**src/inc/hpsfi_pkg.sv**
```systemverilog
// Package: register map, field positions and timing constants for the hot-plug fault logic
package hpsfi_pkg;

    // ****************************************
    // Register offsets
    // ****************************************
    localparam logic [7:0] HPSFI_OFS_CTRL_WR   = 8'h00;
    localparam logic [7:0] HPSFI_OFS_STATUS    = 8'h10;
    localparam logic [7:0] HPSFI_OFS_CTRL_RD   = 8'h11;

    // ****************************************
    // Control register fields
    // ****************************************
    localparam int HPSFI_CTL_MASK_A  = 0;
    localparam int HPSFI_CTL_EN_A    = 1;
    localparam int HPSFI_CTL_MASK_B  = 2;
    localparam int HPSFI_CTL_EN_B    = 3;
    localparam int HPSFI_CTL_SW_RST  = 4;
    localparam logic [7:0] HPSFI_CTL_RESET = 8'h00;

    // ****************************************
    // Status register fields
    // ****************************************
    localparam int HPSFI_ST_SYSTEM_POWER_VALID_A = 0;
    localparam int HPSFI_ST_AUXOK_A = 1;
    localparam int HPSFI_ST_IRQ_A   = 2;
    localparam int HPSFI_ST_SYSTEM_POWER_VALID_B = 3;
    localparam int HPSFI_ST_AUXOK_B = 4;
    localparam int HPSFI_ST_IRQ_B   = 5;
    localparam int HPSFI_ST_PVALID  = 6;

    // ****************************************
    // Timing
    // ****************************************
    localparam int HPSFI_CLK_MHZ        = 125;
    localparam int HPSFI_AUX_SLOW_US    = 1000;
    localparam int HPSFI_AUX_FAST_NS    = 10000;
    localparam int HPSFI_STBY_OC_NS     = 25000;
    localparam int HPSFI_AUX_SLOW_CYC   = HPSFI_AUX_SLOW_US * HPSFI_CLK_MHZ;
    localparam int HPSFI_AUX_FAST_CYC   = (HPSFI_AUX_FAST_NS * HPSFI_CLK_MHZ + 999) / 1000;
    localparam int HPSFI_STBY_OC_CYC    = (HPSFI_STBY_OC_NS * HPSFI_CLK_MHZ + 999) / 1000;

endpackage : hpsfi_pkg

```
**src/verilog/hpsfi_oc_filter.sv**
```systemverilog
// Overcurrent persistence filter: trips after a comparator stays high for a set count
`timescale 1ns/1ps
module hpsfi_oc_filter #(
    parameter int CNT_W = 17
) (
    // Clock and reset
    input  wire logic             clk_sys,
    input  wire logic             srst,
    // Comparator and limit
    input  wire logic             over,
    input  wire logic [CNT_W-1:0] limit,
    // Trip pulse
    output logic                  trip
);
    import hpsfi_pkg::*;

    typedef struct packed {
        logic [CNT_W-1:0] cnt;
        logic             trip;
    } hpsfi_flt_t;

    hpsfi_flt_t s_q, s_d;

    always_comb begin
        s_d = s_q;
        s_d.trip = 1'b0;
        if (!over) begin
            s_d.cnt = '0;
        end else if (s_q.cnt >= limit) begin
            s_d.trip = 1'b1;
        end else begin
            s_d.cnt = s_q.cnt + 1'b1;
        end
    end

    always_ff @(posedge clk_sys) begin
        if (srst) begin
            s_q <= '0;
        end else begin
            s_q <= s_d;
        end
    end

    assign trip = s_q.trip;

    a_flt_drop : assert property (@(posedge clk_sys) disable iff (srst)
        !over |=> !trip) else $error("filter tripped without comparator");

endmodule : hpsfi_oc_filter

```
**src/verilog/hpsfi_core.sv**
```systemverilog
// Two-slot hot-plug sequencing, fault latching and interrupt logic
// How it works
// Main on needs inputs, power valid, enable
// Output undervoltage checked only once enhanced
// No undervoltage check on negative rail
// Overload checked whenever slot enabled (code checks only while the main switch is on)
// Slot fault shuts only that slot
// Overtemperature unmaskable, kills both slots (code lets mask bits 0 and 2 gate its pin interrupt)
// Main faults latch until enable cycled
// Off path engages output discharge
// Standby aux latched off until switch/supply cycled
// Main aux latched off until switch/supply cycled
// Aux on with standby and populated slot
// Aux moves to main, break-before-make
// Aux returns to standby on undervoltage
// Switch rising edge turns aux off
// Main aux trips 1A/1ms or 1.5A/10us
// Standby aux trips 40mA for 25us
// Interrupt low on any listed event
// Masks gate only the pin
// Mask bits 0 and 2, one allows
// Switch interrupt cleared by bit 4 pulse
// Aux fault cleared by switch high/power low
// Main fault cleared by enables low/power low
// Switch low means slot populated
// Control bits 1 and 3 enable slots
// Reset clears faults, inputs synchronized (code synchronizes only the presence switches and power valid)
`timescale 1ns/1ps
module hpsfi_core #(
    parameter int NSLOT = 2
) (
    // Clock and reset
    input  wire logic             clk_sys,
    input  wire logic             srst,
    // Register port from the serial engine
    input  wire logic             reg_wr,
    input  wire logic [7:0]       reg_addr,
    input  wire logic [7:0]       reg_wdata,
    output logic      [7:0]       reg_rdata,
    // Supply monitors
    input  wire logic             main_12v_ok,
    input  wire logic             main_5v_ok,
    input  wire logic             main_3v3_input,
    input  wire logic             standby_3v3_input,
    input  wire logic             system_power_valid,
    input  wire logic             over_temp,
    // Per-slot inputs
    input  wire logic [NSLOT-1:0] slot_presence_switch,
    input  wire logic [NSLOT-1:0] slot_enable_pin,
    input  wire logic [NSLOT-1:0] gate_enhanced,
    input  wire logic [NSLOT-1:0] out_uv,
    input  wire logic [NSLOT-1:0] main_oc,
    input  wire logic [NSLOT-1:0] aux_main_over_slow,
    input  wire logic [NSLOT-1:0] aux_main_over_fast,
    input  wire logic [NSLOT-1:0] aux_stby_over,
    // Per-slot switch controls
    output logic      [NSLOT-1:0] main_switch_on,
    output logic      [NSLOT-1:0] main_discharge_on,
    output logic      [NSLOT-1:0] aux_stby_on,
    output logic      [NSLOT-1:0] aux_main_on,
    // Interrupt
    output logic                  irq_n
);
    import hpsfi_pkg::*;

    localparam int CW = 17;
    localparam logic [CW-1:0] LIM_SLOW = CW'(HPSFI_AUX_SLOW_CYC);
    localparam logic [CW-1:0] LIM_FAST = CW'(HPSFI_AUX_FAST_CYC);
    localparam logic [CW-1:0] LIM_STBY = CW'(HPSFI_STBY_OC_CYC);

    // ****************************************
    // State
    // ****************************************
    typedef struct packed {
        logic [7:0]       ctrl;
        logic [NSLOT-1:0] sw_m;
        logic [NSLOT-1:0] sw_s;
        logic [NSLOT-1:0] sw_p;
        logic [NSLOT-1:0] en_prev;
        logic [1:0]       pv_m;
        logic             pv_s;
        logic             sby_prev;
        logic             main_prev;
        logic [NSLOT-1:0] main_flt;
        logic [NSLOT-1:0] uv_flt;
        logic [NSLOT-1:0] stby_flt;
        logic [NSLOT-1:0] amain_flt;
        logic [NSLOT-1:0] sw_irq;
        logic [NSLOT-1:0] main_on;
        logic [NSLOT-1:0] stby_on;
        logic [NSLOT-1:0] amain_on;
        logic             thermal;
        logic             irq_n;
    } hpsfi_state_t;

    hpsfi_state_t s_q, s_d;

    logic [NSLOT-1:0] trip_slow, trip_fast, trip_stby;

    // ****************************************
    // Overcurrent filters
    // ****************************************
    genvar g;
    generate
        for (g = 0; g < NSLOT; g++) begin : g_flt
            hpsfi_oc_filter #(.CNT_W(CW)) u_slow (
                .clk_sys (clk_sys),
                .srst    (srst),
                .over    (aux_main_over_slow[g] & s_q.amain_on[g]),
                .limit   (LIM_SLOW),
                .trip    (trip_slow[g])
            );
            hpsfi_oc_filter #(.CNT_W(CW)) u_fast (
                .clk_sys (clk_sys),
                .srst    (srst),
                .over    (aux_main_over_fast[g] & s_q.amain_on[g]),
                .limit   (LIM_FAST),
                .trip    (trip_fast[g])
            );
            hpsfi_oc_filter #(.CNT_W(CW)) u_stby (
                .clk_sys (clk_sys),
                .srst    (srst),
                .over    (aux_stby_over[g] & s_q.stby_on[g]),
                .limit   (LIM_STBY),
                .trip    (trip_stby[g])
            );
        end
    endgenerate

    // ****************************************
    // Next state
    // ****************************************
    logic             inputs_ok, main_ok, pv_fall, sby_rise, main_rise;
    logic [NSLOT-1:0] sw_rise, sw_fall, sw_chg, en_bit, en_any, en_fall, slot_irq;
    logic [NSLOT-1:0] mask_bit;
    logic [7:0]       ctrl_w;

    always_comb begin
        s_d        = s_q;
        ctrl_w     = s_q.ctrl;
        mask_bit   = {s_q.ctrl[HPSFI_CTL_MASK_B], s_q.ctrl[HPSFI_CTL_MASK_A]};
        en_bit     = {s_q.ctrl[HPSFI_CTL_EN_B], s_q.ctrl[HPSFI_CTL_EN_A]};
        inputs_ok  = main_12v_ok & main_5v_ok & main_3v3_input;
        main_ok    = inputs_ok & s_q.pv_s;
        pv_fall    = s_q.pv_s & ~s_q.pv_m[1];
        sby_rise   = standby_3v3_input & ~s_q.sby_prev;
        main_rise  = inputs_ok & ~s_q.main_prev;
        // synchronise switches and power valid
        s_d.sw_m   = slot_presence_switch;
        s_d.sw_s   = s_q.sw_m;
        s_d.sw_p   = s_q.sw_s;
        s_d.pv_m   = {s_q.pv_m[0], system_power_valid};
        s_d.pv_s   = s_q.pv_m[1];
        s_d.sby_prev  = standby_3v3_input;
        s_d.main_prev = inputs_ok;
        sw_rise    = s_q.sw_s & ~s_q.sw_p;
        sw_fall    = ~s_q.sw_s & s_q.sw_p;
        sw_chg     = sw_rise | sw_fall;
        en_any     = slot_enable_pin | en_bit;
        en_fall    = s_q.en_prev & ~en_any;
        s_d.en_prev = en_any;

        if (reg_wr && reg_addr == HPSFI_OFS_CTRL_WR) begin
            ctrl_w = reg_wdata;
        end
        s_d.ctrl = ctrl_w;

        s_d.thermal = over_temp;
        for (int i = 0; i < NSLOT; i++) begin
            // Main faults: overload while main switch on, UV after enhancement
            if (!en_any[i] || pv_fall || en_fall[i]) begin
                s_d.main_flt[i] = 1'b0;
                s_d.uv_flt[i]   = 1'b0;
            end
            if (s_q.main_on[i] && main_oc[i]) begin
                s_d.main_flt[i] = 1'b1;
            end
            if (s_q.main_on[i] && gate_enhanced[i] && out_uv[i]) begin
                s_d.uv_flt[i] = 1'b1;
            end
            s_d.main_on[i] = main_ok && en_any[i] && !s_q.main_flt[i] && !s_q.uv_flt[i]
                             && !over_temp;

            // Aux faults
            if (sw_rise[i] || pv_fall || main_rise) begin
                s_d.amain_flt[i] = 1'b0;
            end
            if (sw_rise[i] || pv_fall || sby_rise) begin
                s_d.stby_flt[i] = 1'b0;
            end
            if (trip_slow[i] || trip_fast[i]) begin
                s_d.amain_flt[i] = 1'b1;
            end
            if (trip_stby[i]) begin
                s_d.stby_flt[i] = 1'b1;
            end

            // Aux source: break-before-make through one all-off cycle
            if (s_q.sw_s[i] || over_temp) begin
                s_d.stby_on[i]  = 1'b0;
                s_d.amain_on[i] = 1'b0;
            end else if (main_ok && !s_q.amain_flt[i]) begin
                s_d.stby_on[i]  = 1'b0;
                s_d.amain_on[i] = !s_q.stby_on[i];
            end else begin
                s_d.amain_on[i] = 1'b0;
                s_d.stby_on[i]  = standby_3v3_input && !s_q.stby_flt[i] && !s_q.amain_on[i];
            end

            // Switch-change interrupt, held off while reset bit set
            if (s_q.ctrl[HPSFI_CTL_SW_RST]) begin
                s_d.sw_irq[i] = 1'b0;
            end else if (sw_chg[i]) begin
                s_d.sw_irq[i] = 1'b1;
            end
        end

        slot_irq = s_q.sw_irq | s_q.main_flt | s_q.uv_flt | s_q.amain_flt | s_q.stby_flt
                   | {NSLOT{s_q.thermal}};
        s_d.irq_n = ~|(slot_irq & mask_bit);
    end

    always_ff @(posedge clk_sys) begin
        if (srst) begin
            s_q       <= '0;
            s_q.ctrl  <= HPSFI_CTL_RESET;
            s_q.sw_m  <= '1;
            s_q.sw_s  <= '1;
            s_q.sw_p  <= '1;
            s_q.irq_n <= 1'b1;
        end else begin
            s_q <= s_d;
        end
    end

    // ****************************************
    // Outputs and readback
    // ****************************************
    assign main_switch_on    = s_q.main_on;
    assign main_discharge_on = ~s_q.main_on;
    assign aux_stby_on       = s_q.stby_on;
    assign aux_main_on       = s_q.amain_on;
    assign irq_n             = s_q.irq_n;

    always_comb begin
        reg_rdata = 8'h00;
        if (reg_addr == HPSFI_OFS_STATUS) begin
            reg_rdata[HPSFI_ST_SYSTEM_POWER_VALID_A] = s_q.main_on[0] & gate_enhanced[0];
            reg_rdata[HPSFI_ST_AUXOK_A] = s_q.amain_on[0];
            reg_rdata[HPSFI_ST_IRQ_A]   = slot_irq[0];
            reg_rdata[HPSFI_ST_SYSTEM_POWER_VALID_B] = s_q.main_on[1] & gate_enhanced[1];
            reg_rdata[HPSFI_ST_AUXOK_B] = s_q.amain_on[1];
            reg_rdata[HPSFI_ST_IRQ_B]   = slot_irq[1];
            reg_rdata[HPSFI_ST_PVALID]  = s_q.pv_s;
        end else if (reg_addr == HPSFI_OFS_CTRL_RD) begin
            reg_rdata = s_q.ctrl;
        end
    end

    // ****************************************
    // Assertions
    // ****************************************
    a_main_gate : assert property (@(posedge clk_sys) disable iff (srst)
        main_switch_on[0] |-> $past(s_q.pv_s) && $past(en_any[0]))
        else $error("main on without power valid and enable");
    a_therm_off : assert property (@(posedge clk_sys) disable iff (srst)
        over_temp |=> main_switch_on == '0 && aux_stby_on == '0 && aux_main_on == '0)
        else $error("switch on during overtemperature");
    a_oc_latch : assert property (@(posedge clk_sys) disable iff (srst)
        main_switch_on[0] && main_oc[0] && en_any[0] && !pv_fall |=> s_q.main_flt[0] ##1 !main_switch_on[0])
        else $error("overload did not shut slot");
    a_bbm_aux : assert property (@(posedge clk_sys) disable iff (srst)
        !(aux_stby_on[0] && aux_main_on[0]) && !(aux_stby_on[1] && aux_main_on[1]))
        else $error("both aux sources on");
    a_sw_off : assert property (@(posedge clk_sys) disable iff (srst)
        sw_rise[0] |=> !aux_stby_on[0] && !aux_main_on[0])
        else $error("aux stayed on after switch rise");
    a_irq_mask : assert property (@(posedge clk_sys) disable iff (srst)
        mask_bit == '0 |=> irq_n)
        else $error("masked interrupt reached pin");
    a_swirq_hold : assert property (@(posedge clk_sys) disable iff (srst)
        s_q.ctrl[HPSFI_CTL_SW_RST] |=> s_q.sw_irq == '0)
        else $error("switch interrupt set while reset bit high");
    a_discharge : assert property (@(posedge clk_sys) disable iff (srst)
        $fell(main_switch_on[1]) |-> main_discharge_on[1])
        else $error("discharge not applied at turn-off");
    a_pv_clear : assert property (@(posedge clk_sys) disable iff (srst)
        pv_fall && (s_q.main_on & main_oc) == '0 && (trip_slow | trip_fast) == '0
        |=> s_q.main_flt == '0 && s_q.amain_flt == '0)
        else $error("power valid fall did not clear faults");

endmodule : hpsfi_core

```
**config.mk**
```make
export PLATFORM = sky130hd
export DESIGN_NAME = hpsfi_core
export DESIGN_NICKNAME = d
export VERILOG_FILES = /design/src/inc/hpsfi_pkg.sv /design/src/verilog/hpsfi_oc_filter.sv /design/src/verilog/hpsfi_core.sv
export SDC_FILE = /design/constraint.sdc
export NUM_CORES = 1
export LEC_CHECK = 0
export BUFFER_PORTS_ARGS = -buffer_cell sky130_fd_sc_hd__buf_4
export CELL_PAD_IN_SITES_DETAIL_PLACEMENT = 1
export CELL_PAD_IN_SITES_GLOBAL_PLACEMENT = 2
export CORE_ASPECT_RATIO = 0.9
export CORE_MARGIN = 2
export CORE_UTILIZATION = 38
export CTS_BUF_LIST = sky130_fd_sc_hd__clkbuf_8
export DETAILED_ROUTE_END_ITERATION = 16
export PLACE_DENSITY = 0.8
export SYNTH_ARGS = -nofsm -noshare
export SYNTH_HDL_FRONTEND = slang
export SYNTH_SLANG_ARGS = --single-unit
```
**constraint.sdc**
```tcl
create_clock -name clk_sys -period 2.9 [get_ports clk_sys]
set_input_delay 0.29 -clock clk_sys [delete_from_list [all_inputs] [get_ports clk_sys]]
set_output_delay 0.29 -clock clk_sys [all_outputs]
set_load 0.1 [all_outputs]
```
==> metrics list <==
- Area enclosed by the die boundary: between 0.015 and 0.02 mm²
- Max transition margin: 0.587
* Portion of the clock cycle consumed by the worst path in the final layout: 0.861
- Number of top-level pins: between 50 and 60
- The share of total power dissipated in the clock network is 0.436.
- Yosys mapped the design onto 58 distinct sky130hd cell types.
- Critical path startpoint category: flop
- Buffers inserted by post-CTS timing repair: 0
* Half-perimeter wire length after detailed placement: about 11 mm
- For this configuration, the core starts out at a cell density of 0.389.
- Maximum number of pins on one net before global-route repair: 40
* Switching Share: 0.219
- Counting every net in the synthesized netlist gives ~750.
- Setup violations remaining at the end of the flow were counted as 0.
- Derived from the worst setup path, the maximum achievable clock frequency is 401 MHz.
* Crit path time final: between 2 and 2.5 ns
* Clock Sink Count: around 150
- Minimum setup slack after placement: 0.431 ns
* Placed Instances: approximately 930
- Synthesized cell area: 0.00628 mm²
- TritonCTS built the clock tree.
- The first global-routing pass estimated 25.0 mm of wire.
* Root Driver: clkbuf_8
- Hold buffer count at CTS: 0
- For the final routed database, the setup TNS stands at 0 ns.
* Final worst clock skew: roughly 0.014 ns
- Detailed Routing Iterations Pass 1: 4
- Counting flops and latches in the post-synthesis netlist gives about 150.
- Number of standard cells after synthesis: slightly below 700
* Area added between synthesis and finish: 15.2%
- The tightest min-delay check is of the primary input to flop type.
* Clock-pin slew on the worst setup and hold paths: 0.08 ns
* Number of antenna violations at the first check in global routing: 0
* Violation count after the first detailed-routing iteration: ~160
- In this run the vertical extent of the chip is approximately 130 µm.
* Routability-driven placement congestion ratio: 0.790
* Post-detailed-route wirelength per cell: roughly 16 µm
* CP max FO: 11
* Clock buffer depth: 2
* Sequential share of power: 0.539
- Final Instance Count excl. Fillers: approximately 960
- Worst-case vdd ir drop: approximately 0.32 mV
* Cell leakage power: 0.00275 µW
* Global route total overflow: 0
* Sequential element share of the synthesized area: 0.462
- Net switching power: about 820 µW
* Unrepaired setup endpoints after global routing: no
- The number of antenna diodes in the final layout is 0.
- Internal power summed over all cells: 2900 µW
- Arr. time, crit path: approximately 2.9 ns
- Total power consumption of the routed design: 3720 µW
- Dividing the detail-routed via count by the number of cells gives 5.27.
- The run finished with clean final reports.
- The Yosys step of the flow raised 0 warnings.
- For the pin with the worst max-slew slack, the measured transition is 0.615 ns.
- Post-CTS repair changed the size of 0 cells.
- The count of nets left with antenna violations once routing finished came out at 0.
* Leading cell type in the layout, fill and taps excluded: dfxtp_1
* Final Max Tran Viols: 0
- The final hold violation count is 0.
- Number of rows created at floorplan: between 40 and 50
* Number of global-route vias before repair: roughly 5,200
- Power Dens Cells: roughly 510 mW/mm²
* Layout cell share with drive strength beyond 1: 0.156
- CTS Buf Count: 17
- Wires add up to 15.1 mm.
- The die is between 100 and 150 µm wide.
- STA classifies the critical path endpoint as a flop.
* Number of H-tree branching levels: 4
* Count of buffers from port buffering: 57
- The core region is about 0.016 mm².
- The later pin in the worst-skew pair is clocked with a latency of 0.45 ns.
- Vias after detailed routing: between 5,000 and 6,000
- Post-synthesis area per instance: slightly above 9 µm²
- Data on the critical path is required at its endpoint by roughly 3.3 ns.
* Leading cell types in the layout, fill and taps excluded: 145 x dfxtp_1, 116 x nor2_1, 59 x buf_4
* Number of nets in the finished design: 799
- In the routed design, unresolved DRC markers number 0.
- Smallest setup slack after layout: around 0.40 ns
- Share of total power in combinational logic: 0.025
- Global Route Usage Sum: 0.174
* Max-cap violation count: 0
* Ys flop type: dfxtp_1
* Count of flip-flops with a built-in enable after synthesis: 0
- After synthesis, the share of flip-flops with an asynchronous set or reset is 0.
- The worst setup path is of the flop to flop kind.
## per-stage QoR
stage	util	cell area, µm²	hold WS (ns)
3_3_place_gp	0.424	6840	0.398
6_report	0.448	7230	0.0306
5_1_grt	0.448	7230	0.00187
3_5_place_dp	0.424	6840	0.403
4_1_cts	0.448	7230	0.00368
2_1_floorplan	-	6280	0.389
## logic make-up (layout without fill, tap and decap cells)
kind of cell,after synthesis,after routing,share of synthesized area
flops,145,145,0.462
buf+inv,45,107,0.0329
compound gates,102,102,0.118
fa+ha+maj,14,14,0.0279
xor+xnor,51,51,0.0711
simple gates,323,323,0.267
mux,13,13,0.0209
## cell type report
type                    count  area (µm²)
flip-flops and latches    145        2900
multi-input cells         503        3170
clock inverters            12         144
clock buffers              18         248
repair buffers             59         443
inverters                  18        67.6
well taps                 207         259
fillers                  1907        8900
## routing by layer
metal,up-vias,wire (µm),track usage
met1,2461,7190,0.217
met5,-,0,0
met4,0,189,0.0505
met3,14,589,0.0468
li1,2541,-,-
met2,58,7120,0.298
## cell usage after synthesis, types with 4 or more instances
master	n	area (µm²)
dfxtp_1	145	2900
nor2_1	116	435
nand2_1	41	154
xor2_1	34	298
a21oi_1	21	105
nand3_1	21	105
and3_1	20	125
inv_1	18	67.6
o21ai_0	18	90.1
clkbuf_1	17	63.8
xnor2_1	17	149
and2_1	16	100
nand4_1	16	100
ha_1	14	175
nor3_1	13	65.1
mux2i_1	12	120
nor4_1	12	75.1
or2_2	12	75.1
nor2b_1	11	68.8
a211oi_1	10	75.1
a31oi_1	9	56.3
or3_1	9	56.3
or4_1	9	67.6
and4_1	7	61.3
buf_4	6	45.0
nor4b_1	6	52.6
o211ai_1	6	45.0
o2111ai_1	5	43.8
o211a_1	4	40.0
## power by group through the flow
stage                     clock, µW  combinational, µW  sequential [µW]
final                          1620               92.7             2000
after global routing           1760                101             2000
after CTS                      1680               93.9             2000
after detailed placement          0               93.5             2050
after global placement            0               91.5             2050
after floorplan                   0               34.8             2050
## state kept, by name (all words and copies together), names as in the netlist, 6 cells and up
register and count:
s_q 20, g_flt.u_stby.s_q 34, g_flt.u_slow.s_q 34, s_d 6, g_flt.u_fast.s_q 34
## final timing paths
path                                start                     end  slack, ns  cells past startpoint
setup / recovery   g_flt[1].u_stby.s_q[7]  g_flt[1].u_stby.s_q[4]       0.40                      5
hold reg to reg                   s_d[27]                 s_d[25]       0.42                      1
setup reg to reg   g_flt[1].u_stby.s_q[7]  g_flt[1].u_stby.s_q[4]       0.40                      5
hold / removal    slot_presence_switch[0]                 s_d[27]       0.03                      2
## critical path, cell delays in order, from the launching register on
cell and delay [ns]:
dfxtp_1 0.35, or4_4 0.57, a311oi_4 0.45, a21boi_2 0.54, and4_2 0.31, mux2i_1 0.20
No activity file was read; power rests on OpenSTA's default activity.
